File: src/irq_ctrl_pkg.sv
// constants for the pc compatible interrupt controller
package irq_ctrl_pkg;
    localparam logic [7:0] ADDR_BASE    = 8'h20;
    localparam logic [7:0] ADDR_ODD     = 8'h21;
    localparam int         LINES        = 8;
    localparam int         W1_SEL_BIT   = 4;
    localparam int         W1_LTIM_BIT  = 3;
    localparam int         W1_SNGL_BIT  = 1;
    localparam int         W1_IC4_BIT   = 0;
    localparam int         CMD_SEL_BIT  = 3;
    localparam int         POLL_BIT     = 2;
    localparam int         RR_BIT       = 1;
    localparam int         RIS_BIT      = 0;
    localparam int         SMM_BIT      = 6;
    localparam int         ESMM_BIT     = 5;
    localparam int         AEOI_BIT     = 1;
    localparam logic [7:0] MASK_RESET   = 8'hFF;
    localparam logic [4:0] VBASE_RESET  = 5'h01;
    // source positions in the request register
    localparam int         SRC_KBD      = 0;
    localparam int         SRC_UART     = 1;
    localparam int         SRC_IR       = 2;
    localparam int         SRC_EXT      = 3;
    localparam int         SRC_RTC      = 4;
    // eoi / priority command codes in bits 7-5
    localparam logic [2:0] OP_NS_EOI    = 3'h1;
    localparam logic [2:0] OP_NOP       = 3'h2;
    localparam logic [2:0] OP_SP_EOI    = 3'h3;
    localparam logic [2:0] OP_ROT_AEOI_SET = 3'h4;
    localparam logic [2:0] OP_ROT_NS_EOI   = 3'h5;
    localparam logic [2:0] OP_SET_PRI   = 3'h6;
    localparam logic [2:0] OP_ROT_SP_EOI   = 3'h7;
    localparam logic [2:0] OP_ROT_AEOI_CLR = 3'h0;

    typedef enum logic [1:0] {
        INIT_IDLE = 2'b00,
        INIT_W2   = 2'b01,
        INIT_W4   = 2'b11
    } init_state_t;

    typedef enum logic [1:0] {
        PWR_RUN   = 2'b00,
        PWR_LIGHT = 2'b01,
        PWR_DEEP  = 2'b11,
        PWR_OFF   = 2'b10
    } power_state_t;
endpackage

File: src/irq_ctrl.sv
// pc compatible programmable interrupt controller
// Summary of operation
// base port read returns request or in-service register, as last selected
// in-service bit is one while its line is being serviced
// base port write with bit 4 set is first init word, starts init
// software sets edge mode, single mode, fourth word requested
// odd port writes after first word go to vector then mode word
// vector word bits 7-3 give vector bits 7-3, line number fills 2-0
// outside init, odd port reads and writes mask; zero enables line
// sources are clock, external pin, infrared, serial, keyboard and touch
// command bits 7-5 decode eoi, rotate, set priority and no operation
// supply fault raises nmi when running or in light sleep, else forces backup
// external pin high wakes system and raises an interrupt
// bit 4 clear selects read/poll word on bit 3, else eoi word
// software selects normal eoi and processor mode, one vector byte
module irq_ctrl
    import irq_ctrl_pkg::*;
(
    input  wire logic                       clk,
    input  wire logic                       rst_n,
    input  wire logic [7:0]                 io_addr,
    input  wire logic [7:0]                 io_wdata,
    input  wire logic                       io_wr,
    input  wire logic                       io_rd,
    output logic      [7:0]                 io_rdata,
    input  wire logic                       inta,
    output logic      [7:0]                 vector,
    output logic                            irq_out,
    input  wire logic                       rtc_irq,
    input  wire logic                       ext_irq_pin,
    input  wire logic                       ir_irq,
    input  wire logic                       uart_irq,
    input  wire logic                       kbd_touch_irq,
    input  wire logic                       supply_good_n,
    input  wire irq_ctrl_pkg::power_state_t power_state,
    output logic                            nmi_out,
    output logic                            backup_out,
    output logic                            wake_out
);
    import irq_ctrl_pkg::*;

    // ------------------------------------------------------------
    // state
    // ------------------------------------------------------------
    init_state_t  init_st,  next_init_st;
    logic [7:0]   mask,     next_mask;
    logic [7:0]   isr,      next_isr;
    logic [4:0]   vbase,    next_vbase;
    logic         sel_isr,  next_sel_isr;
    logic         poll,     next_poll;
    logic         aeoi,     next_aeoi;
    logic         rot_aeoi, next_rot_aeoi;
    logic [2:0]   lowest,   next_lowest;
    logic         sg_last,  next_sg_last;
    logic [7:0]   next_rdata;
    logic [7:0]   next_vector;
    logic         next_irq;
    logic         next_nmi;
    logic         next_backup;
    logic         next_wake;
    logic [7:0]   src;
    logic [7:0]   irr;
    logic [7:0]   clr;
    logic         wr_base;
    logic         wr_odd;
    logic         rd_base;
    logic [2:0]   op;
    logic [2:0]   best;
    logic         best_ok;
    logic [2:0]   svc;
    logic         svc_ok;
    logic [2:0]   idx;

    // ------------------------------------------------------------
    // sources
    // ------------------------------------------------------------
    always_comb begin
        src           = '0;
        src[SRC_RTC]  = rtc_irq;
        src[SRC_EXT]  = ext_irq_pin;
        src[SRC_IR]   = ir_irq;
        src[SRC_UART] = uart_irq;
        src[SRC_KBD]  = kbd_touch_irq;
    end

    edge_catch #(
        .N(LINES)
    ) u_edges (
        .clk     (clk),
        .rst_n   (rst_n),
        .level   (src),
        .clear   (clr),
        .pending (irr)
    );

    assign wr_base = io_wr && (io_addr == ADDR_BASE);
    assign wr_odd  = io_wr && (io_addr == ADDR_ODD);
    assign rd_base = io_rd && (io_addr == ADDR_BASE);
    assign op      = io_wdata[7:5];

    // ------------------------------------------------------------
    // priority resolve, rotating from lowest+1
    // ------------------------------------------------------------
    always_comb begin
        best    = '0;
        best_ok = 1'b0;
        svc     = '0;
        svc_ok  = 1'b0;
        idx     = '0;
        for (int k = LINES - 1; k >= 0; k--) begin
            idx = 3'(lowest + 3'(k) + 3'd1);
            if (irr[idx] && !mask[idx]) begin
                best    = idx;
                best_ok = 1'b1;
            end
            if (isr[idx]) begin
                svc    = idx;
                svc_ok = 1'b1;
            end
        end
    end

    // ------------------------------------------------------------
    // command and register logic
    // ------------------------------------------------------------
    always_comb begin
        next_init_st  = init_st;
        next_mask     = mask;
        next_isr      = isr;
        next_vbase    = vbase;
        next_sel_isr  = sel_isr;
        next_poll     = poll;
        next_aeoi     = aeoi;
        next_rot_aeoi = rot_aeoi;
        next_lowest   = lowest;
        next_vector   = vector;
        clr           = '0;
        if (wr_base && io_wdata[W1_SEL_BIT]) begin
            next_init_st = INIT_W2;
            next_isr     = '0;
            next_mask    = '0;
            next_sel_isr = 1'b0;
            next_lowest  = 3'h7;
            clr          = '1;
        end else if (wr_base && io_wdata[CMD_SEL_BIT]) begin
            if (io_wdata[RR_BIT])
                next_sel_isr = io_wdata[RIS_BIT];
            next_poll = io_wdata[POLL_BIT];
        end else if (wr_base) begin
            case (op)
                OP_NS_EOI, OP_ROT_NS_EOI: begin
                    if (svc_ok) begin
                        next_isr[svc] = 1'b0;
                        if (op == OP_ROT_NS_EOI)
                            next_lowest = svc;
                    end
                end
                OP_SP_EOI, OP_ROT_SP_EOI: begin
                    next_isr[io_wdata[2:0]] = 1'b0;
                    if (op == OP_ROT_SP_EOI)
                        next_lowest = io_wdata[2:0];
                end
                OP_SET_PRI:      next_lowest   = io_wdata[2:0];
                OP_ROT_AEOI_SET: next_rot_aeoi = 1'b1;
                OP_ROT_AEOI_CLR: next_rot_aeoi = 1'b0;
                OP_NOP:          next_lowest   = lowest;
                default:         next_lowest   = lowest;
            endcase
        end else if (wr_odd) begin
            case (init_st)
                INIT_W2: begin
                    next_vbase   = io_wdata[7:3];
                    next_init_st = INIT_W4;
                end
                INIT_W4: begin
                    next_aeoi    = io_wdata[AEOI_BIT];
                    next_init_st = INIT_IDLE;
                end
                INIT_IDLE: next_mask = io_wdata;
                default:   next_init_st = INIT_IDLE;
            endcase
        end
        // acknowledge: move best request into service unless aeoi is set
        if ((inta || (rd_base && poll)) && best_ok && init_st == INIT_IDLE) begin
            clr[best]   = 1'b1;
            next_vector = {vbase, best};
            if (aeoi) begin
                if (rot_aeoi)
                    next_lowest = best;
            end else begin
                next_isr[best] = 1'b1;
            end
        end
        if (rd_base && poll)
            next_poll = 1'b0;
    end

    // ------------------------------------------------------------
    // outputs
    // ------------------------------------------------------------
    always_comb begin
        next_rdata = io_rdata;
        if (io_rd) begin
            if (io_addr == ADDR_ODD)
                next_rdata = mask;
            else if (io_addr == ADDR_BASE && poll)
                next_rdata = {best_ok, 4'h0, best};
            else if (io_addr == ADDR_BASE)
                next_rdata = sel_isr ? isr : irr;
            else
                next_rdata = '0;
        end
        next_irq     = best_ok && (init_st == INIT_IDLE) &&
                       (!svc_ok || (best != svc && isr[best] == 1'b0));
        next_sg_last = supply_good_n;
        next_nmi     = 1'b0;
        next_backup  = 1'b0;
        if (supply_good_n && (power_state == PWR_RUN || power_state == PWR_LIGHT))
            next_nmi = !sg_last;
        else if (supply_good_n)
            next_backup = 1'b1;
        next_wake = ext_irq_pin && (power_state != PWR_RUN);
    end

    always_ff @(posedge clk or negedge rst_n) begin
        if (!rst_n) begin
            init_st    <= INIT_IDLE;
            mask       <= MASK_RESET;
            isr        <= '0;
            vbase      <= VBASE_RESET;
            sel_isr    <= 1'b0;
            poll       <= 1'b0;
            aeoi       <= 1'b0;
            rot_aeoi   <= 1'b0;
            lowest     <= 3'h7;
            sg_last    <= 1'b0;
            io_rdata   <= '0;
            vector     <= '0;
            irq_out    <= 1'b0;
            nmi_out    <= 1'b0;
            backup_out <= 1'b0;
            wake_out   <= 1'b0;
        end else begin
            init_st    <= next_init_st;
            mask       <= next_mask;
            isr        <= next_isr;
            vbase      <= next_vbase;
            sel_isr    <= next_sel_isr;
            poll       <= next_poll;
            aeoi       <= next_aeoi;
            rot_aeoi   <= next_rot_aeoi;
            lowest     <= next_lowest;
            sg_last    <= next_sg_last;
            io_rdata   <= next_rdata;
            vector     <= next_vector;
            irq_out    <= next_irq;
            nmi_out    <= next_nmi;
            backup_out <= next_backup;
            wake_out   <= next_wake;
        end
    end
endmodule

File: src/edge_catch.sv
// per-line rising edge detector and request latch
module edge_catch #(
    parameter int N = 8
) (
    input  wire logic         clk,
    input  wire logic         rst_n,
    input  wire logic [N-1:0] level,
    input  wire logic [N-1:0] clear,
    output logic      [N-1:0] pending
);
    logic [N-1:0] last;
    logic [N-1:0] next_last;
    logic [N-1:0] next_pending;

    genvar i;
    generate
        for (i = 0; i < N; i++) begin : g_line
            // set wins over clear
            always_comb begin
                next_last[i]    = level[i];
                next_pending[i] = (level[i] & ~last[i]) | (pending[i] & ~clear[i]);
            end
        end
    endgenerate

    always_ff @(posedge clk or negedge rst_n) begin
        if (!rst_n) begin
            last    <= '0;
            pending <= '0;
        end else begin
            last    <= next_last;
            pending <= next_pending;
        end
    end
endmodule

File: config.mk
export PLATFORM = sky130hd
export DESIGN_NAME = irq_ctrl
export DESIGN_NICKNAME = d
export VERILOG_FILES = /design/src/irq_ctrl_pkg.sv /design/src/irq_ctrl.sv /design/src/edge_catch.sv
export SDC_FILE = /design/constraint.sdc
export NUM_CORES = 1
export LEC_CHECK = 0
export BUFFER_PORTS_ARGS = -buffer_cell sky130_fd_sc_hd__buf_2
export CELL_PAD_IN_SITES_DETAIL_PLACEMENT = 1
export CELL_PAD_IN_SITES_GLOBAL_PLACEMENT = 1
export CORE_AREA = 4 4 111 113
export DETAILED_ROUTE_END_ITERATION = 7
export DIE_AREA = 0 0 115 117
export PLACE_DENSITY = 0.78
export RECOVER_POWER = 50
export SLEW_MARGIN = 10
export SYNTH_ARGS = -nofsm -noshare
export SYNTH_HDL_FRONTEND = slang
export SYNTH_HIERARCHICAL = 1
export SYNTH_SLANG_ARGS = --single-unit
File: constraint.sdc
create_clock -name clk -period 4.1 [get_ports clk]
set_input_delay 0.82 -clock clk [delete_from_list [all_inputs] [get_ports clk]]
set_output_delay 0.82 -clock clk [all_outputs]
set_load 0.01 [all_outputs]
Yosys cells after proc, flatten, opt, wreduce, memory -nomap -nowiden
Cells that the tools add are included.
- flip-flop bits (word level): 64
- latch bits: 0
- bits in writable memories: 0
- memory bits (read-only): 0
- input bits: 29
- output and inout bits: 20
- word-level logic and storage cells: 291
- memories kept: 0
- add/sub/neg operators: 14
- $mul: 0
- div/mod/pow operators: 0
- order comparisons: 14
- eq/ne operators: 16
- shifts and indexed selects: 0
- mux-type cells: 131
- bitwise gates (word level): 41
- reductions and logical operators: 57
- operator list (operator ; count):
    8-bit two-way mux ; 17
    1-bit binary-select mux with 3-bit select ; 25
    3-bit two-way mux ; 25
    1-bit two-way mux ; 53
    3-bit by 4-bit < comparator with 1-bit output, second input constant ; 11
    1-bit logical AND ; 25
    3-bit by 1-bit adder with 3-bit output, second input constant ; 8
    1-bit NOT ; 17
    8-bit bitwise AND ; 2
    8-bit by 6-bit equality test with 1-bit output, second input constant ; 2
    8-bit NOT ; 2
    8-bit OR ; 2
    8-bit one-hot mux with 2 select lines ; 1
    2-bit nonzero test ; 7
    1-bit bitwise AND ; 13
    3-bit adder, second input constant ; 4
    3-bit equality test, second input constant ; 4
    4-bit AND reduction ; 3
    1-bit zero test ; 10
    5-bit AND reduction ; 2
    1-bit demux with 3-bit select ; 3
    3-bit by 1-bit greater-or-equal comparator with 1-bit output, second input constant ; 3
    3-bit one-hot mux with 3 select lines ; 1
    2-bit two-way mux ; 4
    16 further kinds ; 29

Longest topological paths before layout
- word-level depth: 26
- gate-level depth with buffers: 18
- mapped depth without buffers: 12

Hierarchy
The synthesis kept the hierarchy.
- by module, submodules not included (module ; instances ; cells an instance ; area each (um2) ; sequential area each (um2)):
    irq_ctrl ; 1 ; 507 ; 4828.4 ; 1291.2
    edge_catch ; 1 ; 40 ; 560.5 ; 400.4

Least setup slack after synthesis
Ideal clock, no wire load.
- path type: register to register
- start point: register lowest[0]
- end point: register irq_out
- library setup time: 0.082 ns
- arrival time: 3.647 ns
- required time: 4.018 ns
- path slack: 0.371 ns
- stages on the path, launching flop included: 18
- path buffers: 5
- period minus slack after synthesis: 3.729 ns
- cells stage by stage: dfstp_2 > buf_6 > inv_2 > buf_6 > buf_6 > ha_1 > buf_4 > inv_2 > mux4_2 > mux2i_1 > nand2_1 > a21boi_0 > a311o_1 > buf_6 > or2_4 > a211oi_2 > nor3_1 > a31oi_1
- word-level cells in the longest chain between the ends: 20
- elaborated cells between the ends (all ways): 119
- classes of those cells: add/sub: 14; eq/ne: 1; mux: 82; bitwise: 1; reduce/logical: 21
- RTL lines (item ; line ; RTL):
    start, declared ; irq_ctrl.sv:53 ; logic [2:0] lowest, next_lowest;
    start signal, assigned ; irq_ctrl.sv:252 ; lowest <= next_lowest;
    3-bit adder ; irq_ctrl.sv:111 ; idx = 3'(lowest + 3'(k) + 3'd1);
    3-bit by 1-bit adder with 3-bit output ; irq_ctrl.sv:111 ;
    1-bit binary-select mux with 3-bit select ; irq_ctrl.sv:112 ; if (irr[idx] && !mask[idx]) begin
    1-bit two-way mux (not written as such) ; irq_ctrl.sv:112 ;
    1-bit zero test ; irq_ctrl.sv:112 ;
    1-bit logical AND ; irq_ctrl.sv:112 ;
    3-bit two-way mux (8 in series) ; irq_ctrl.sv:112 ;
    1-bit binary-select mux with 3-bit select ; irq_ctrl.sv:214 ; (!svc_ok || (best != svc && isr[best] == 1'b0));
    1-bit two-way mux (not written as such) ; irq_ctrl.sv:214 ;
    1-bit NOT ; irq_ctrl.sv:214 ;
    1-bit logical AND ; irq_ctrl.sv:214 ;
    1-bit logical OR ; irq_ctrl.sv:214 ;
    1-bit logical AND * ; irq_ctrl.sv:213 ; next_irq = best_ok && (init_st == INIT_IDLE) &&
    named net next_irq ; irq_ctrl.sv:57 ; logic next_irq;
    end signal, assigned ; irq_ctrl.sv:256 ; irq_out <= next_irq;
    end, declared ; irq_ctrl.sv:28 ; output logic irq_out,
Mark *: on every way through the listed nets, which the timed path passes. The rest lies on a longest branch. The select of a mux whose other input is x is not followed.
A chain may end at the register's enable or synchronous reset.

Final worst setup path
- start point: register lowest[0]
- end point: register isr[7]
- word-level cells in the longest chain between the ends: 26
- elaborated cells between the ends (all ways): 132
- classes of those cells: add/sub: 14; order compare: 4; mux: 91; bitwise: 3; reduce/logical: 20
- RTL lines (item ; line ; RTL):
    3-bit adder ; irq_ctrl.sv:111 ;
    3-bit by 1-bit adder with 3-bit output ; irq_ctrl.sv:111 ;
    1-bit binary-select mux with 3-bit select ; irq_ctrl.sv:116 ; if (isr[idx]) begin
    1-bit two-way mux (not written as such) ; irq_ctrl.sv:116 ;
    3-bit two-way mux (8 in series) ; irq_ctrl.sv:116 ;
    3-bit by 4-bit < comparator with 1-bit output (not written as such) / 3-bit by 1-bit greater-or-equal comparator with 1-bit output (equally long branches) ; irq_ctrl.sv:153 ; next_isr[svc] = 1'b0;
    1-bit logical AND (not written as such) ; irq_ctrl.sv:153 ;
    1-bit two-way mux (not written as such) ; irq_ctrl.sv:153 ;
    [... 4 more ...] ; - ;
    8-bit one-hot mux with 2 select lines ; irq_ctrl.sv:150 ; case (op)
    8-bit two-way mux ; irq_ctrl.sv:149 ; end else if (wr_base) begin
    8-bit two-way mux ; irq_ctrl.sv:145 ; end else if (wr_base && io_wdata[CMD_SEL_BIT]) begin
    8-bit two-way mux ; irq_ctrl.sv:138 ; if (wr_base && io_wdata[W1_SEL_BIT]) begin
    8-bit OR (no line) ; - ;
    8-bit two-way mux ; irq_ctrl.sv:187 ; if (aeoi) begin
    8-bit two-way mux * ; irq_ctrl.sv:184 ; if ((inta || (rd_base && poll)) && best_ok && init_st == INIT_IDLE) begin
    named net next_isr[7] ; irq_ctrl.sv:47 ; logic [7:0] isr, next_isr;
    end signal, assigned ; irq_ctrl.sv:246 ; isr <= next_isr;
    end, declared ; irq_ctrl.sv:47 ;
Marked as above.

==> metrics.md <==
| Metric | Value |
|---|---|
| Critical Path Source Type | `register` |
| Power per Cell Area | `498 nW/µm²` |
| Crit-path max FO | `18` |
| Final Max Tran Viols | `0` |
| Post-CTS Resized | `0` |
| Synth Flop Type | `dfrtp_1` |
| Fin. Hold Viols | `0` |
| Final estimated routing congestion in global placement | `0.907` |
| Crit. Startpoint | `lowest[0]$_DFF_PN1_` |
| Drt drc | `0` |
| Final setup violation count | `0` |
| Vias in the first global route | `5139` |
| # rows | `39` |
| Outcome | `completed` |
| DP Wirelength | `13200 µm` |
| CP required | `4.30 ns` |
| ANT nets after route | `0` |
| CTS tree | `done` |
| HP Class | `reg -> reg` |
| Final setup TNS | `0 ns` |
| CTS root buf | `clkbuf_16` |
| Cells after Synth | `547` |
| Sink Count | `67` |
| RSZ-0062 raised after global routing | `false` |
| Critical Path AT | `4.11 ns` |
| Crit share post-route | `95.4%` |
| Final Skew | `0.00604 ns` |
| Core area | `11300 µm²` |
| Postcts setup bufs | `0` |
| First-pass GRT wire length | `28000 µm` |
| Via count | `4812` |
| Routed length per instance | `23.5 µm` |
| Register bit total from synthesis | `67` |
| Width of the die | `115 µm` |
| Capturing element type of the critical path | `register` |
| H-tree Lvls | `3` |
| DIE AREA | `13500 µm²` |
| Starting density of the core | `47.6%` |
| Nets@finish | `623` |
| Asr flop ratio synth | `100%` |
| Reg-to-reg critical path startpoint | `lowest[0]$_DFF_PN1_` |
| Inserted Clock Buffers | `9` |
| Most common cell after layout, fill and taps aside | `dfrtp_1` |
| Seq/Total Area, Yosys | `31.4%` |
| Reg clk slew, reported paths | `0.05 ns` |
| Initial antenna violation count | `0` |
| Share of cells above drive strength 1 | `30.2%` |
| # IOs | `49` |
| Yosys warnings | `6` |
| Port Buffers | `48` |
| VDD IR-drop max | `350 µV` |
| Max-cap violations | `0` |
| Util after Layout | `53.4%` |
| Clock latency on the worst-skew pair | `0.33 ns` |
| Min-delay src | `sg_last$_DFF_PN0_` |
| Min Tclk post-route | `3.91 ns` |
| Setup CP Type | `reg -> reg` |
| First-pass detailed-route iteration total | `5` |
| Synthesized area | `5390 µm²` |
| Max-slew headroom | `2.06%` |
| Most frequent cells in the layout | `55 x dfrtp_1, 50 x nand2_1, 42 x buf_2, 30 x nor2_1, 29 x mux4_2` |
| Clock buffer depth | `2` |
| Worst slew pin tran | `1.47 ns` |
| Yosys cell types | `79` |
| Fmax | `256 MHz` |
| Antenna cells | `0` |
| Largest net degree at the start of global routing | `42` |
| Die Span Y | `117 µm` |
| EDFF count, synth | `0` |
| Area growth from synthesis to layout | `12.3%` |
| Gr ovfl total | `0` |
| WL final | `17400 µm` |
| Overall routing resource usage | `26.9%` |
| Average size of a mapped cell | `9.85 µm²` |
| CTS Hold Bufs | `0` |
| Number of vias per cell | `6.51` |
| Layout fillers | `1289` |
| Iter 0 DRT Violations | `366` |
| Lkg Pwr | `2.52 nW` |
## synth_stat cells, types with 4 or more instances
library cell / instances / share of area, %
mux2i_1: 29 / 5.4
a22oi_1: 10 / 1.4
a221oi_1: 7 / 1.1
o31ai_1: 5 / 0.70
a22o_1: 8 / 1.3
nand2b_1: 20 / 2.3
a21o_1: 5 / 0.70
nand3_1: 7 / 0.65
a31oi_1: 4 / 0.46
o21ai_1: 5 / 0.46
nor2b_1: 14 / 1.6
o211ai_1: 7 / 0.98
clkbuf_1: 22 / 1.5
a211oi_1: 8 / 1.1
nor3_1: 8 / 0.74
buf_6: 8 / 1.7
o22ai_2: 10 / 2.3
mux4_2: 29 / 12
nand2_1: 50 / 3.5
buf_2: 6 / 0.56
o22ai_1: 4 / 0.46
or3_1: 4 / 0.46
inv_1: 23 / 1.6
a21oi_1: 27 / 2.5
dfrtp_1: 55 / 26
mux2_2: 25 / 5.2
xnor2_1: 4 / 0.65
nor2_1: 30 / 2.1
o21ai_0: 27 / 2.5
dfstp_2: 12 / 5.9
## worst paths after layout
path | endpoint | cells after the start | slack (ns)
setup / recovery | isr[7]$_DFF_PN0_ | 12 | 0.19
hold / removal | nmi_out$_DFF_PN0_ | 1 | 0.41
setup reg to reg | isr[7]$_DFF_PN0_ | 12 | 0.19
hold reg to reg | nmi_out$_DFF_PN0_ | 1 | 0.41
max in group asynchronous | io_rdata[4]$_DFFE_PN0P_ | 2 | 1.59
min in group asynchronous | vector[5]$_DFFE_PN0P_ | 1 | 0.83
## cell type report
class	count	area, µm²	share of cell area [%]
Clock buffer	11	243	4.01
Timing Repair Buffer	69	388	6.41
Clock inverter	5	52.6	0.869
Sequential cell	67	1690	28.0
Tap cell	143	179	2.96
Multi-Input combinational cell	417	3390	56.1
Inverter	27	101	1.68
## state kept, by name (all words and copies together), names as in the netlist, 2 cells and up
signal,cells
io_rdata,8
isr,8
mask,8
u_edges/last,8
u_edges/pending,8
vector,8
vbase,5
lowest,3
init_st,2
## through the flow
| stage | worst slack (ns) | cell area (µm²) | cells | hold WS, ns | power (mW) |
|---|---|---|---|---|---|
| 2_1_floorplan | 0.371 | 5410 | 552 | 0.382 | 1.81 |
| 3_3_place_gp | 0.220 | 5750 | 723 | 0.387 | 2.18 |
| 3_5_place_dp | 0.208 | 5750 | 723 | 0.399 | 2.23 |
| 4_1_cts | 0.136 | 6050 | 739 | 0.411 | 3.00 |
| 5_1_grt | 0.0104 | 6050 | 739 | 0.429 | 3.17 |
| 6_report | 0.188 | 6050 | 739 | 0.412 | 3.02 |
## metal layers
layer  part of all wire (%)  track usage, %
met4                    2.6            11.1
met5                      0               0
met1                     42            34.4
met2                     51            46.0
met3                    4.5            3.75
## logic make-up after synthesis
group,share of synthesized area (%)
and+or+nand+nor,15.7
AOI/OAI and AO/OA,20.9
muxes,23.1
xor gates and xnor gates,1.83
DFF,31.4
adders and majority gates,0.697
other,0.0696
buffers and inverters,6.20
## power by group
group | internal (mW) | leakage [nW] | switching (mW)
combinational | 0.574 | 1.59 | 0.750
sequential | 0.748 | 0.781 | 0.183
clock | 0.484 | 0.145 | 0.277
total | 1.81 | 2.52 | 1.21
## worst max-delay path, stage by stage, from the launching register on
cell and delay, ns:
dfstp_2 0.55, buf_4 0.28, ha_2 0.34, xor2_2 0.37
buf_4 0.23, mux2_2 0.42, or4_1 0.54, o311ai_1 0.11
a211o_1 0.34, nand2b_1 0.13, o22a_1 0.19, o211ai_1 0.17
o21ai_1 0.11
Power figures use the tool's default switching activity.
